**src/rtl/srp_pkg.sv**
```systemverilog
// Shared constants and types for the serial register port slave.
// Assumes one system clock; the serial bus pins arrive asynchronously.
package srp_pkg;

  // Select byte field layout
  localparam int SEL_REG_MSB = 6;
  localparam int SEL_REG_LSB = 3;
  localparam int SEL_PORT_MSB = 1;
  localparam int SEL_PORT_LSB = 0;
  localparam logic [3:0] SEL_REG_RESET = 4'h0;
  localparam logic [1:0] SEL_PORT_RESET = 2'h0;

  // Register select codes
  localparam logic [3:0] REG_COMMON_READ = 4'h0;
  localparam logic [3:0] REG_COMMON_CTRL = 4'h1;
  localparam logic [3:0] REG_PORT_CTRL1 = 4'h2;
  localparam logic [3:0] REG_PORT_CTRL2 = 4'h3;
  localparam logic [3:0] REG_PORT_STAT1 = 4'h4;
  localparam logic [3:0] REG_PORT_STAT2 = 4'h5;
  localparam logic [3:0] REG_RES_LO = 4'h6;
  localparam logic [3:0] REG_RES_HI = 4'h7;
  localparam logic [3:0] REG_VOLT_LO = 4'h8;
  localparam logic [3:0] REG_VOLT_HI = 4'h9;
  localparam logic [3:0] REG_CURR_LO = 4'ha;
  localparam logic [3:0] REG_CURR_HI = 4'hb;
  localparam logic [3:0] REG_TEMP_LO = 4'hc;
  localparam logic [3:0] REG_TEMP_HI = 4'hd;
  localparam logic [3:0] REG_UNUSED = 4'he;
  localparam logic [3:0] REG_TEST = 4'hf;

  // Byte handling
  localparam logic [3:0] BITS_PER_BYTE = 4'h8;
  localparam logic [3:0] BIT_CNT_RESET = 4'h0;
  localparam logic [7:0] BYTE_RESET = 8'h00;
  localparam logic [7:0] UNUSED_READ = 8'h00;

  // Address strap synchroniser value after reset
  localparam logic [4:0] PINS_RESET = 5'h00;

  // Selection result travelling to the register space
  typedef struct packed {
    logic [3:0] reg_code;
    logic [1:0] port;
  } srp_sel_t;

  // Transaction phases, one-hot
  typedef enum logic [5:0] {
    ST_IDLE = 6'h01,
    ST_ADDR = 6'h02,
    ST_ACK = 6'h04,
    ST_SEL = 6'h08,
    ST_RDATA = 6'h10,
    ST_MACK = 6'h20
  } srp_state_t;

endpackage

```
**src/rtl/srp_slave.sv**
```systemverilog
// Serial two-wire slave: address match, select byte, read data out.
// Assumes the bus pins are asynchronous and sampled at sys_clk.
`timescale 1ns/1ps

module srp_slave
  import srp_pkg::*;
(
  // Clock and control
  input wire logic sys_clk,
  input wire logic resetn,
  input wire logic clk_en,
  // Serial bus pins, clock is input only
  input wire logic scl_in,
  input wire logic sda_in,
  output logic sda_out_oen,
  // Address strap pins
  input wire logic [4:0] address_select_pins,
  // Register space contents for the selected port
  input wire logic [7:0] common_read_val,
  input wire logic [7:0] common_ctrl_val,
  input wire logic [7:0] port_ctrl1_val,
  input wire logic [7:0] port_ctrl2_val,
  input wire logic [7:0] port_stat1_val,
  input wire logic [7:0] port_stat2_val,
  input wire logic [15:0] res_val,
  input wire logic [15:0] volt_val,
  input wire logic [15:0] curr_val,
  input wire logic [15:0] temp_val,
  input wire logic [7:0] test_val,
  // Selection and read strobe
  output srp_sel_t sel,
  output logic read_active
);

  // Pin synchronisers, first stage read only by second
  logic [1:0] scl_sync_reg;
  logic [1:0] sda_sync_reg;
  logic [4:0] pins_meta_reg;
  logic [4:0] pins_reg;
  logic scl_d_reg;
  logic sda_d_reg;
  always_ff @(posedge sys_clk) begin
    if (!resetn) begin
      scl_sync_reg <= 2'h3;
      sda_sync_reg <= 2'h3;
      pins_meta_reg <= PINS_RESET;
      pins_reg <= PINS_RESET;
      scl_d_reg <= 1'b1;
      sda_d_reg <= 1'b1;
    end else if (clk_en) begin
      scl_sync_reg <= {scl_sync_reg[0], scl_in};
      sda_sync_reg <= {sda_sync_reg[0], sda_in};
      pins_meta_reg <= address_select_pins; // Straps are off-domain pins too
      pins_reg <= pins_meta_reg;
      scl_d_reg <= scl_sync_reg[1];
      sda_d_reg <= sda_sync_reg[1];
    end
  end

  // Bus events from the synchronised levels
  wire scl_s = scl_sync_reg[1];
  wire sda_s = sda_sync_reg[1];
  wire scl_rise = scl_s && !scl_d_reg;
  wire scl_fall = !scl_s && scl_d_reg;
  wire start_ev = scl_s && scl_d_reg && !sda_s && sda_d_reg;
  wire stop_ev = scl_s && scl_d_reg && sda_s && !sda_d_reg;

  // Read data mux for the selected register
  function automatic logic [7:0] read_mux(input logic [3:0] code,
                                          input logic [7:0] cr, cc, p1, p2,
                                          input logic [7:0] s1, s2,
                                          input logic [15:0] r, v, c, t,
                                          input logic [7:0] tst);
    logic [7:0] d;
    d = UNUSED_READ;
    case (code)
      REG_COMMON_READ: d = cr;
      REG_COMMON_CTRL: d = cc;
      REG_PORT_CTRL1: d = p1;
      REG_PORT_CTRL2: d = p2;
      REG_PORT_STAT1: d = s1;
      REG_PORT_STAT2: d = s2;
      REG_RES_LO: d = r[7:0];
      REG_RES_HI: d = r[15:8];
      REG_VOLT_LO: d = v[7:0];
      REG_VOLT_HI: d = v[15:8];
      REG_CURR_LO: d = c[7:0];
      REG_CURR_HI: d = c[15:8];
      REG_TEMP_LO: d = t[7:0];
      REG_TEMP_HI: d = t[15:8];
      REG_TEST: d = tst;
      default: d = UNUSED_READ;
    endcase
    return d;
  endfunction

  srp_state_t state_reg, state_next;
  logic [3:0] bit_cnt_reg;
  logic [7:0] shift_reg;
  logic rw_reg;
  logic after_addr_reg;
  logic [7:0] tx_reg;

  // Decode of the received byte
  wire addr_match = (shift_reg[5:1] == pins_reg);
  wire [3:0] rx_code = shift_reg[SEL_REG_MSB:SEL_REG_LSB];
  wire [1:0] rx_port = shift_reg[SEL_PORT_MSB:SEL_PORT_LSB];
  wire byte_done = (bit_cnt_reg == BITS_PER_BYTE);
  wire [7:0] rd_byte = read_mux(sel.reg_code, common_read_val, common_ctrl_val,
                                port_ctrl1_val, port_ctrl2_val, port_stat1_val,
                                port_stat2_val, res_val, volt_val, curr_val,
                                temp_val, test_val);

  // Phase sequencing
  always_comb begin
    state_next = state_reg;
    case (state_reg)
      ST_IDLE: state_next = ST_IDLE;
      ST_ADDR: begin
        if (scl_fall && byte_done) begin
          state_next = addr_match ? ST_ACK : ST_IDLE;
        end
      end
      ST_ACK: begin
        if (scl_fall) begin
          if (after_addr_reg && rw_reg) begin
            state_next = ST_RDATA;
          end else if (after_addr_reg) begin
            state_next = ST_SEL;
          end else begin
            state_next = ST_IDLE;
          end
        end
      end
      ST_SEL: begin
        if (scl_fall && byte_done) begin
          state_next = ST_ACK;
        end
      end
      ST_RDATA: begin
        if (scl_fall && byte_done) begin
          state_next = ST_MACK;
        end
      end
      ST_MACK: begin
        if (scl_fall) begin
          state_next = ST_IDLE;
        end
      end
      default: state_next = ST_IDLE;
    endcase
    if (start_ev) begin
      state_next = ST_ADDR;
    end else if (stop_ev) begin
      state_next = ST_IDLE;
    end
  end

  // State, bit counter and shifters
  always_ff @(posedge sys_clk) begin
    if (!resetn) begin
      state_reg <= ST_IDLE;
      bit_cnt_reg <= BIT_CNT_RESET;
      shift_reg <= BYTE_RESET;
      rw_reg <= 1'b0;
      after_addr_reg <= 1'b0;
      tx_reg <= BYTE_RESET;
      sel <= '{reg_code: SEL_REG_RESET, port: SEL_PORT_RESET};
    end else if (clk_en) begin
      state_reg <= state_next;
      if (start_ev || (scl_fall && (byte_done || state_reg == ST_ACK))) begin
        bit_cnt_reg <= BIT_CNT_RESET;
      end else if (scl_rise && state_reg != ST_ACK && state_reg != ST_MACK) begin
        bit_cnt_reg <= bit_cnt_reg + 4'h1;
        shift_reg <= {shift_reg[6:0], sda_s};
      end
      if (state_reg == ST_ADDR && scl_fall && byte_done) begin
        rw_reg <= shift_reg[0];
        after_addr_reg <= 1'b1;
      end else if (state_reg == ST_SEL && scl_fall && byte_done) begin
        after_addr_reg <= 1'b0;
        sel.reg_code <= rx_code;
        sel.port <= rx_port;
      end
      if (state_reg == ST_ACK && scl_fall && after_addr_reg && rw_reg) begin
        tx_reg <= rd_byte;
      end else if (state_reg == ST_RDATA && scl_fall) begin
        tx_reg <= {tx_reg[6:0], 1'b1};
      end
    end
  end

  // Output drive: low enable drives zero on the open output
  wire tx_next_msb = (state_reg == ST_ACK) ? rd_byte[7] :
                     (scl_fall ? tx_reg[6] : tx_reg[7]);
  wire drive_low = (state_next == ST_ACK) ||
                   (state_next == ST_RDATA && !tx_next_msb);
  always_ff @(posedge sys_clk) begin
    if (!resetn) begin
      sda_out_oen <= 1'b1;
      read_active <= 1'b0;
    end else if (clk_en) begin
      sda_out_oen <= !drive_low;
      read_active <= (state_next == ST_RDATA);
    end
  end
endmodule

```
**config.mk**
```make
export PLATFORM = sky130hd
export DESIGN_NAME = srp_slave
export DESIGN_NICKNAME = d
export VERILOG_FILES = /design/src/rtl/srp_pkg.sv /design/src/rtl/srp_slave.sv
export SDC_FILE = /design/constraint.sdc
export NUM_CORES = 1
export LEC_CHECK = 0
export BUFFER_PORTS_ARGS = -buffer_cell sky130_fd_sc_hd__buf_2
export CAP_MARGIN = 30
export CORE_MARGIN = 2
export CORE_UTILIZATION = 54
export CTS_CLUSTER_SIZE = 24
export DETAILED_ROUTE_END_ITERATION = 8
export PLACE_DENSITY = 0.87
export SYNTH_ARGS = -nofsm -noshare
export SYNTH_HDL_FRONTEND = slang
export SYNTH_SLANG_ARGS = --single-unit
```
**constraint.sdc**
```tcl
create_clock -name sys_clk -period 4.2 [get_ports sys_clk]
set_clock_uncertainty 0.05 [all_clocks]
set_input_delay 0 -clock sys_clk [delete_from_list [all_inputs] [get_ports sys_clk]]
set_output_delay 0 -clock sys_clk [all_outputs]
set_load 0.1 [all_outputs]
```
## Word level (Yosys, flattened, before mapping)

Index checks and enable logic that the tools add are counted.

| word-level totals | value |
|---|---|
| word-level logic and storage cells | 104 |
| output and inout bits | 8 |
| register bits after elaboration | 51 |
| bits of input ports | 130 |

| operators by class | value |
|---|---|
| reductions and logical operators | 40 |
| bitwise logic cells | 2 |
| eq/ne operators | 25 |
| multiplexer cells | 20 |
| $add $sub $neg | 1 |

Operators by type and width:

| cell | number |
|---|---|
| 8-bit case mux with 15 select lines | 1 |
| 6-bit two-way mux | 7 |
| 4-bit equality test, second input constant | 8 |
| 6-bit case mux with 5 select lines | 1 |
| 1-bit logical AND | 21 |
| 4-bit by 3-bit equality test with 1-bit output, second input constant | 4 |
| 8-bit two-way mux | 2 |
| 6-bit by 3-bit equality test with 1-bit output, second input constant | 2 |
| 6-bit by 5-bit equality test with 1-bit output, second input constant | 2 |
| 4-bit two-way mux | 3 |
| 4-bit by 2-bit equality test with 1-bit output, second input constant | 2 |
| 2-bit AND reduction | 4 |
| 6-bit by 2-bit equality test with 1-bit output, second input constant | 1 |
| 6-bit by 4-bit equality test with 1-bit output, second input constant | 1 |
| 6-bit equality test, second input constant | 1 |
| 1-bit logical NOT | 6 |
| 6-bit by 3-bit inequality test with 1-bit output, second input constant | 1 |
| 6-bit inequality test, second input constant | 1 |
| 3-bit AND reduction | 2 |
| 2-bit nonzero test | 3 |
| 5-bit equality test | 1 |
| 5-bit two-way mux | 1 |
| 4-bit by 1-bit adder with 4-bit output, second input constant | 1 |
| 4-bit by 1-bit equality test with 1-bit output, second input constant | 1 |
| 5 further kinds | 11 |

## Logic depth before layout (Yosys ltp)

| logic depth | value |
|---|---|
| word-level depth | 11 |
| gate-level depth with buffers | 8 |
| gate-level depth less buffers | 7 |

## Least setup slack after synthesis

OpenSTA, ideal clock, no wires.

| path | value |
|---|---|
| kind | register to register |
| start | register sel[4] in the netlist's numbering |
| end | register tx_reg[2] |
| path buffers | 3 |
| clock period less this slack | 2.705 ns |
| data arrival time | 2.525 ns |
| library setup time | 0.130 ns |
| slack | 1.495 ns |
| stages on the path, launching flop included | 8 |
| required time | 4.020 ns |
| cells stage by stage | dfxtp_1 -> buf_2 -> clkbuf_1 -> buf_1 -> mux2i_1 -> o32ai_1 -> o41ai_1 -> a21oi_1 |

| between the ends | value |
|---|---|
| cells in the longest elaborated chain, start to end | 3 |
| elaborated cells between the ends (all ways) | 17 |
| those cells by class | eq/ne: 14; mux: 2; reduce/logical: 1 |

RTL lines:

| item | RTL line | source |
|---|---|---|
| start: declaration | srp_slave.sv:31 | `output srp_sel_t sel,` |
| start signal: assignment | srp_slave.sv:168 | `sel <= '{reg_code: SEL_REG_RESET, port: SEL_PORT_RESET};` |
| 4-bit equality test, or another cell as far along | srp_slave.sv:76 | `case (code)` |
| 8-bit case mux with 15 select lines (*) | srp_slave.sv:76 |  |
| 8-bit two-way mux (*) | srp_slave.sv:185 | `if (state_reg == ST_ACK && scl_fall && after_addr_reg && rw_reg) begin` |
| end signal: assignment | srp_slave.sv:186 | `tx_reg <= rd_byte;` |
| end signal: assignment | srp_slave.sv:188 | `tx_reg <= {tx_reg[6:0], 1'b1};` |
| end: declaration | srp_slave.sv:102 | `logic [7:0] tx_reg;` |

Mark *: on every way between the ends. The rest lies on a longest branch, timed or not.
A chain may end at the register's enable or synchronous reset.

## Worst setup path after layout

| path | value |
|---|---|
| start | register sel[3] in the netlist's numbering |
| end | register tx_reg[6] |

Same word-level chain as after synthesis.

==> impl_metrics.toml <==
[floorplanning]
core_sq_mm = 0.00642
dieArea_sq_mm = 0.00743
die_x_microns = 86.2
initial_core_util = 0.568
num_io_pins = 138
rows = 29
die_y_microns = 86.2

[setup_path]
slowest_stage = "dfxtp_1"
start_kind = "flip-flop"
cpMostUsedCell = "a31oi_1"
slowest_delay_ns = 0.99
cp_cell_sequence = "buf_4 -> and2_0 -> a221o_1 -> a31oi_1 -> o31ai_1 -> a31oi_1"
worst_setup_path_end_kind = "flip-flop"
cp.required_ns = 4.33
worstPathArrival_ns = 2.71
worstPathMaxFanout = 29
crit_type = "reg2reg"

[timing]
timing.fmax_mhz = 387
rsz0062_at_grt = "false"
fin_crit_sh = 0.615
drv_slew = 0
worst_pin_slew_ns = 1.00
fin_crit_ns = 2.58
setup_violations = 0
max_slew_margin = 0.333
setup_tns_ns = 0
hold_viol = 0

[power_and_ir_drop]
p_leak_nw = 1.97
powerDensity_mw_per_mm2 = 209
vdd_drop_max_v = 0.000190

[place]
placed_area_sq_mm = 0.00433
post-place-cells = 630
numPortBuffers = 137
dp_hpwl_microns = 8280
gp_congestion = 0.924

[global_route]
grt_pass1_wl_microns = 18200
grt_pass1_vias = 3860
grt_antenna_before_repair = 0
grt_overflow = 0
track_usage = 0.304
grt_start_max_net_pins = 53

[logic_synthesis]
seq_area_frac_synth = 0.280
synth.distinct_cells = 65
synthTopCellsByArea = "dfxtp_1, mux2i_1, nor2_1"
synth_largest_area_cell = "dfxtp_1"
syn_avg_cell_area_sq_um = 8.14
synth_edf_count = 0
synth_top_area_share = 0.280
async_flop_share = 0
syn-cell-area_sq_mm = 0.00365
syn_nets = 580
synth_ff_type = "dfxtp_1"
yosys_warnings = 0
syn_inst = 448
ys_ff_latch = 51

[route]
wl_per_cell_microns = 17.4
drt-total-wl_microns = 11300
first_iter_violations = 555
dr.pass1.iters = 5
num_vias = 4078
drc_errors = 0
postRouteAntennaNets = 0
vias_per_cell = 6.29

[final_layout]
fin_nets = 702
antenna_cells = 0
largest_register_ffs = 8
seqCellArea_sq_mm = 0.00102
area_growth_pct = 23.9
drive_above_1_share = 0.312
fillCellCount = 510
stdcell_area_sq_mm = 0.00452
fin_cells = 648
multi_input_area_sq_mm = 0.00244

[min_path]
hold_class = "in2reg"

[clock_tree]
cts_tree = "done"
htree_num_levels = 2
cts-root-buf = "clkbuf_8"
ctsResizeCount = 0
cts_setup_buffers = 0
clk_latency_ns = 0.31
cts.sinks = 51
cts_max_path_buffers = 2
clk_pin_slew_worst_paths_ns = 0.10
numCtsBuffers = 5

[run]
maxCapViolCount = 0

[outcome]
status = "finished, final reports clean"
## cells in the mapped netlist (all sizes together), types with 9 or more instances
library cell,count
nand3b,9
clkbuf,26
buf,11
o21ai,24
and3b,9
mux2i,39
a21oi,30
dfxtp,51
nor2,42
mux2,13
nor2b,9
nand3,11
nand2,37
a22oi,9
## where the power goes
part,leakage [nW],switching (mW),internal (mW),total (mW)
sequential,0.414,0.00907,0.492,0.502
combinational,1.51,0.0687,0.0812,0.150
clock,0.0454,0.171,0.120,0.291
total,1.97,0.249,0.694,0.943
## cell type report
cell class | count | share of cell area
repair buffers | 152 | 0.185
clock buffers | 6 | 0.0161
flip-flops and latches | 51 | 0.226
clock inverters | 2 | 0.00388
inverters | 9 | 0.00748
well taps | 77 | 0.0213
multi-input cells | 351 | 0.540
## placed cells by master, fill, tap and decap left out, types with 4 or more instances in the layout
cell	n
nor3_1	6
buf_2	137
dfxtp_1	50
nor2_1	42
xor2_1	7
nand3b_1	9
mux2i_1	39
a22oi_1	9
inv_1	8
nor3b_1	5
a32oi_1	8
nor2b_1	9
nand2b_1	7
dlygate4sd3_1	10
a31oi_1	7
buf_4	4
clkbuf_8	5
nand4_1	7
or3_1	4
o21ai_0	23
and3_1	6
nand2_1	37
and3b_1	9
mux2_2	13
a21oi_1	30
o31ai_1	5
o41ai_1	5
nand3_1	11
a211oi_1	4
## metal layers
layer	global-route usage	vias up	wire length (microns)
met3	0.0486	35	1030
met2	0.510	235	5300
met5	0	-	0
li1	-	1915	-
met1	0.407	1893	4710
met4	0.0838	0	240
## what timing repair did
action	4_1_cts	5_1_grt
hold endpoints to repair	11	0
endpoints found under the setup margin	0	0
hold buffers	10	0
## per-stage QoR
step,worst slack (ns),power (mW),util,hold WS (ns)
2_1_floorplan,1.50,0.577,-,0.0784
3_3_place_gp,1.72,0.649,0.671,0.166
3_5_place_dp,1.70,0.652,0.674,0.180
4_1_cts,1.67,0.943,0.703,0.0675
5_1_grt,1.39,0.975,0.703,0.105
6_report,1.62,0.943,0.703,0.0659
## worst max-delay path: cells and delay by family, from the launching register on
family | cells | cell delay, ns
DFF | 1 | 0.99
AOI/OAI and AO/OA | 4 | 0.70
and+or+nand+nor | 1 | 0.35
buffers and inverters | 1 | 0.34
## final timing paths
| check | startpoint | end | slack [ns] | depth (start not counted) |
|---|---|---|---|---|
| worst max-delay path | sel[3]$_SDFFE_PN0P_ | tx_reg[6]$_SDFFE_PN0P_ | 1.62 | 6 |
| worst max register to register | sel[3]$_SDFFE_PN0P_ | tx_reg[6]$_SDFFE_PN0P_ | 1.62 | 6 |
| worst min-delay path | curr_val[2] | tx_reg[2]$_SDFFE_PN0P_ | 0.07 | 5 |
| worst min register to register | tx_reg[5]$_SDFFE_PN0P_ | tx_reg[6]$_SDFFE_PN0P_ | 0.43 | 2 |
## logic make-up after synthesis
| group | Yosys count | synth area share |
|---|---|---|
| AND/OR/NAND/NOR | 166 | 0.246 |
| buffers and inverters | 46 | 0.0511 |
| flip-flops | 51 | 0.280 |
| XOR/XNOR | 8 | 0.0192 |
| AO/OA/AOI/OAI | 120 | 0.231 |
| multiplexers | 55 | 0.166 |
| adder cells (fa/ha/maj) | 2 | 0.00686 |
No activity file was read; power rests on OpenSTA's default activity.
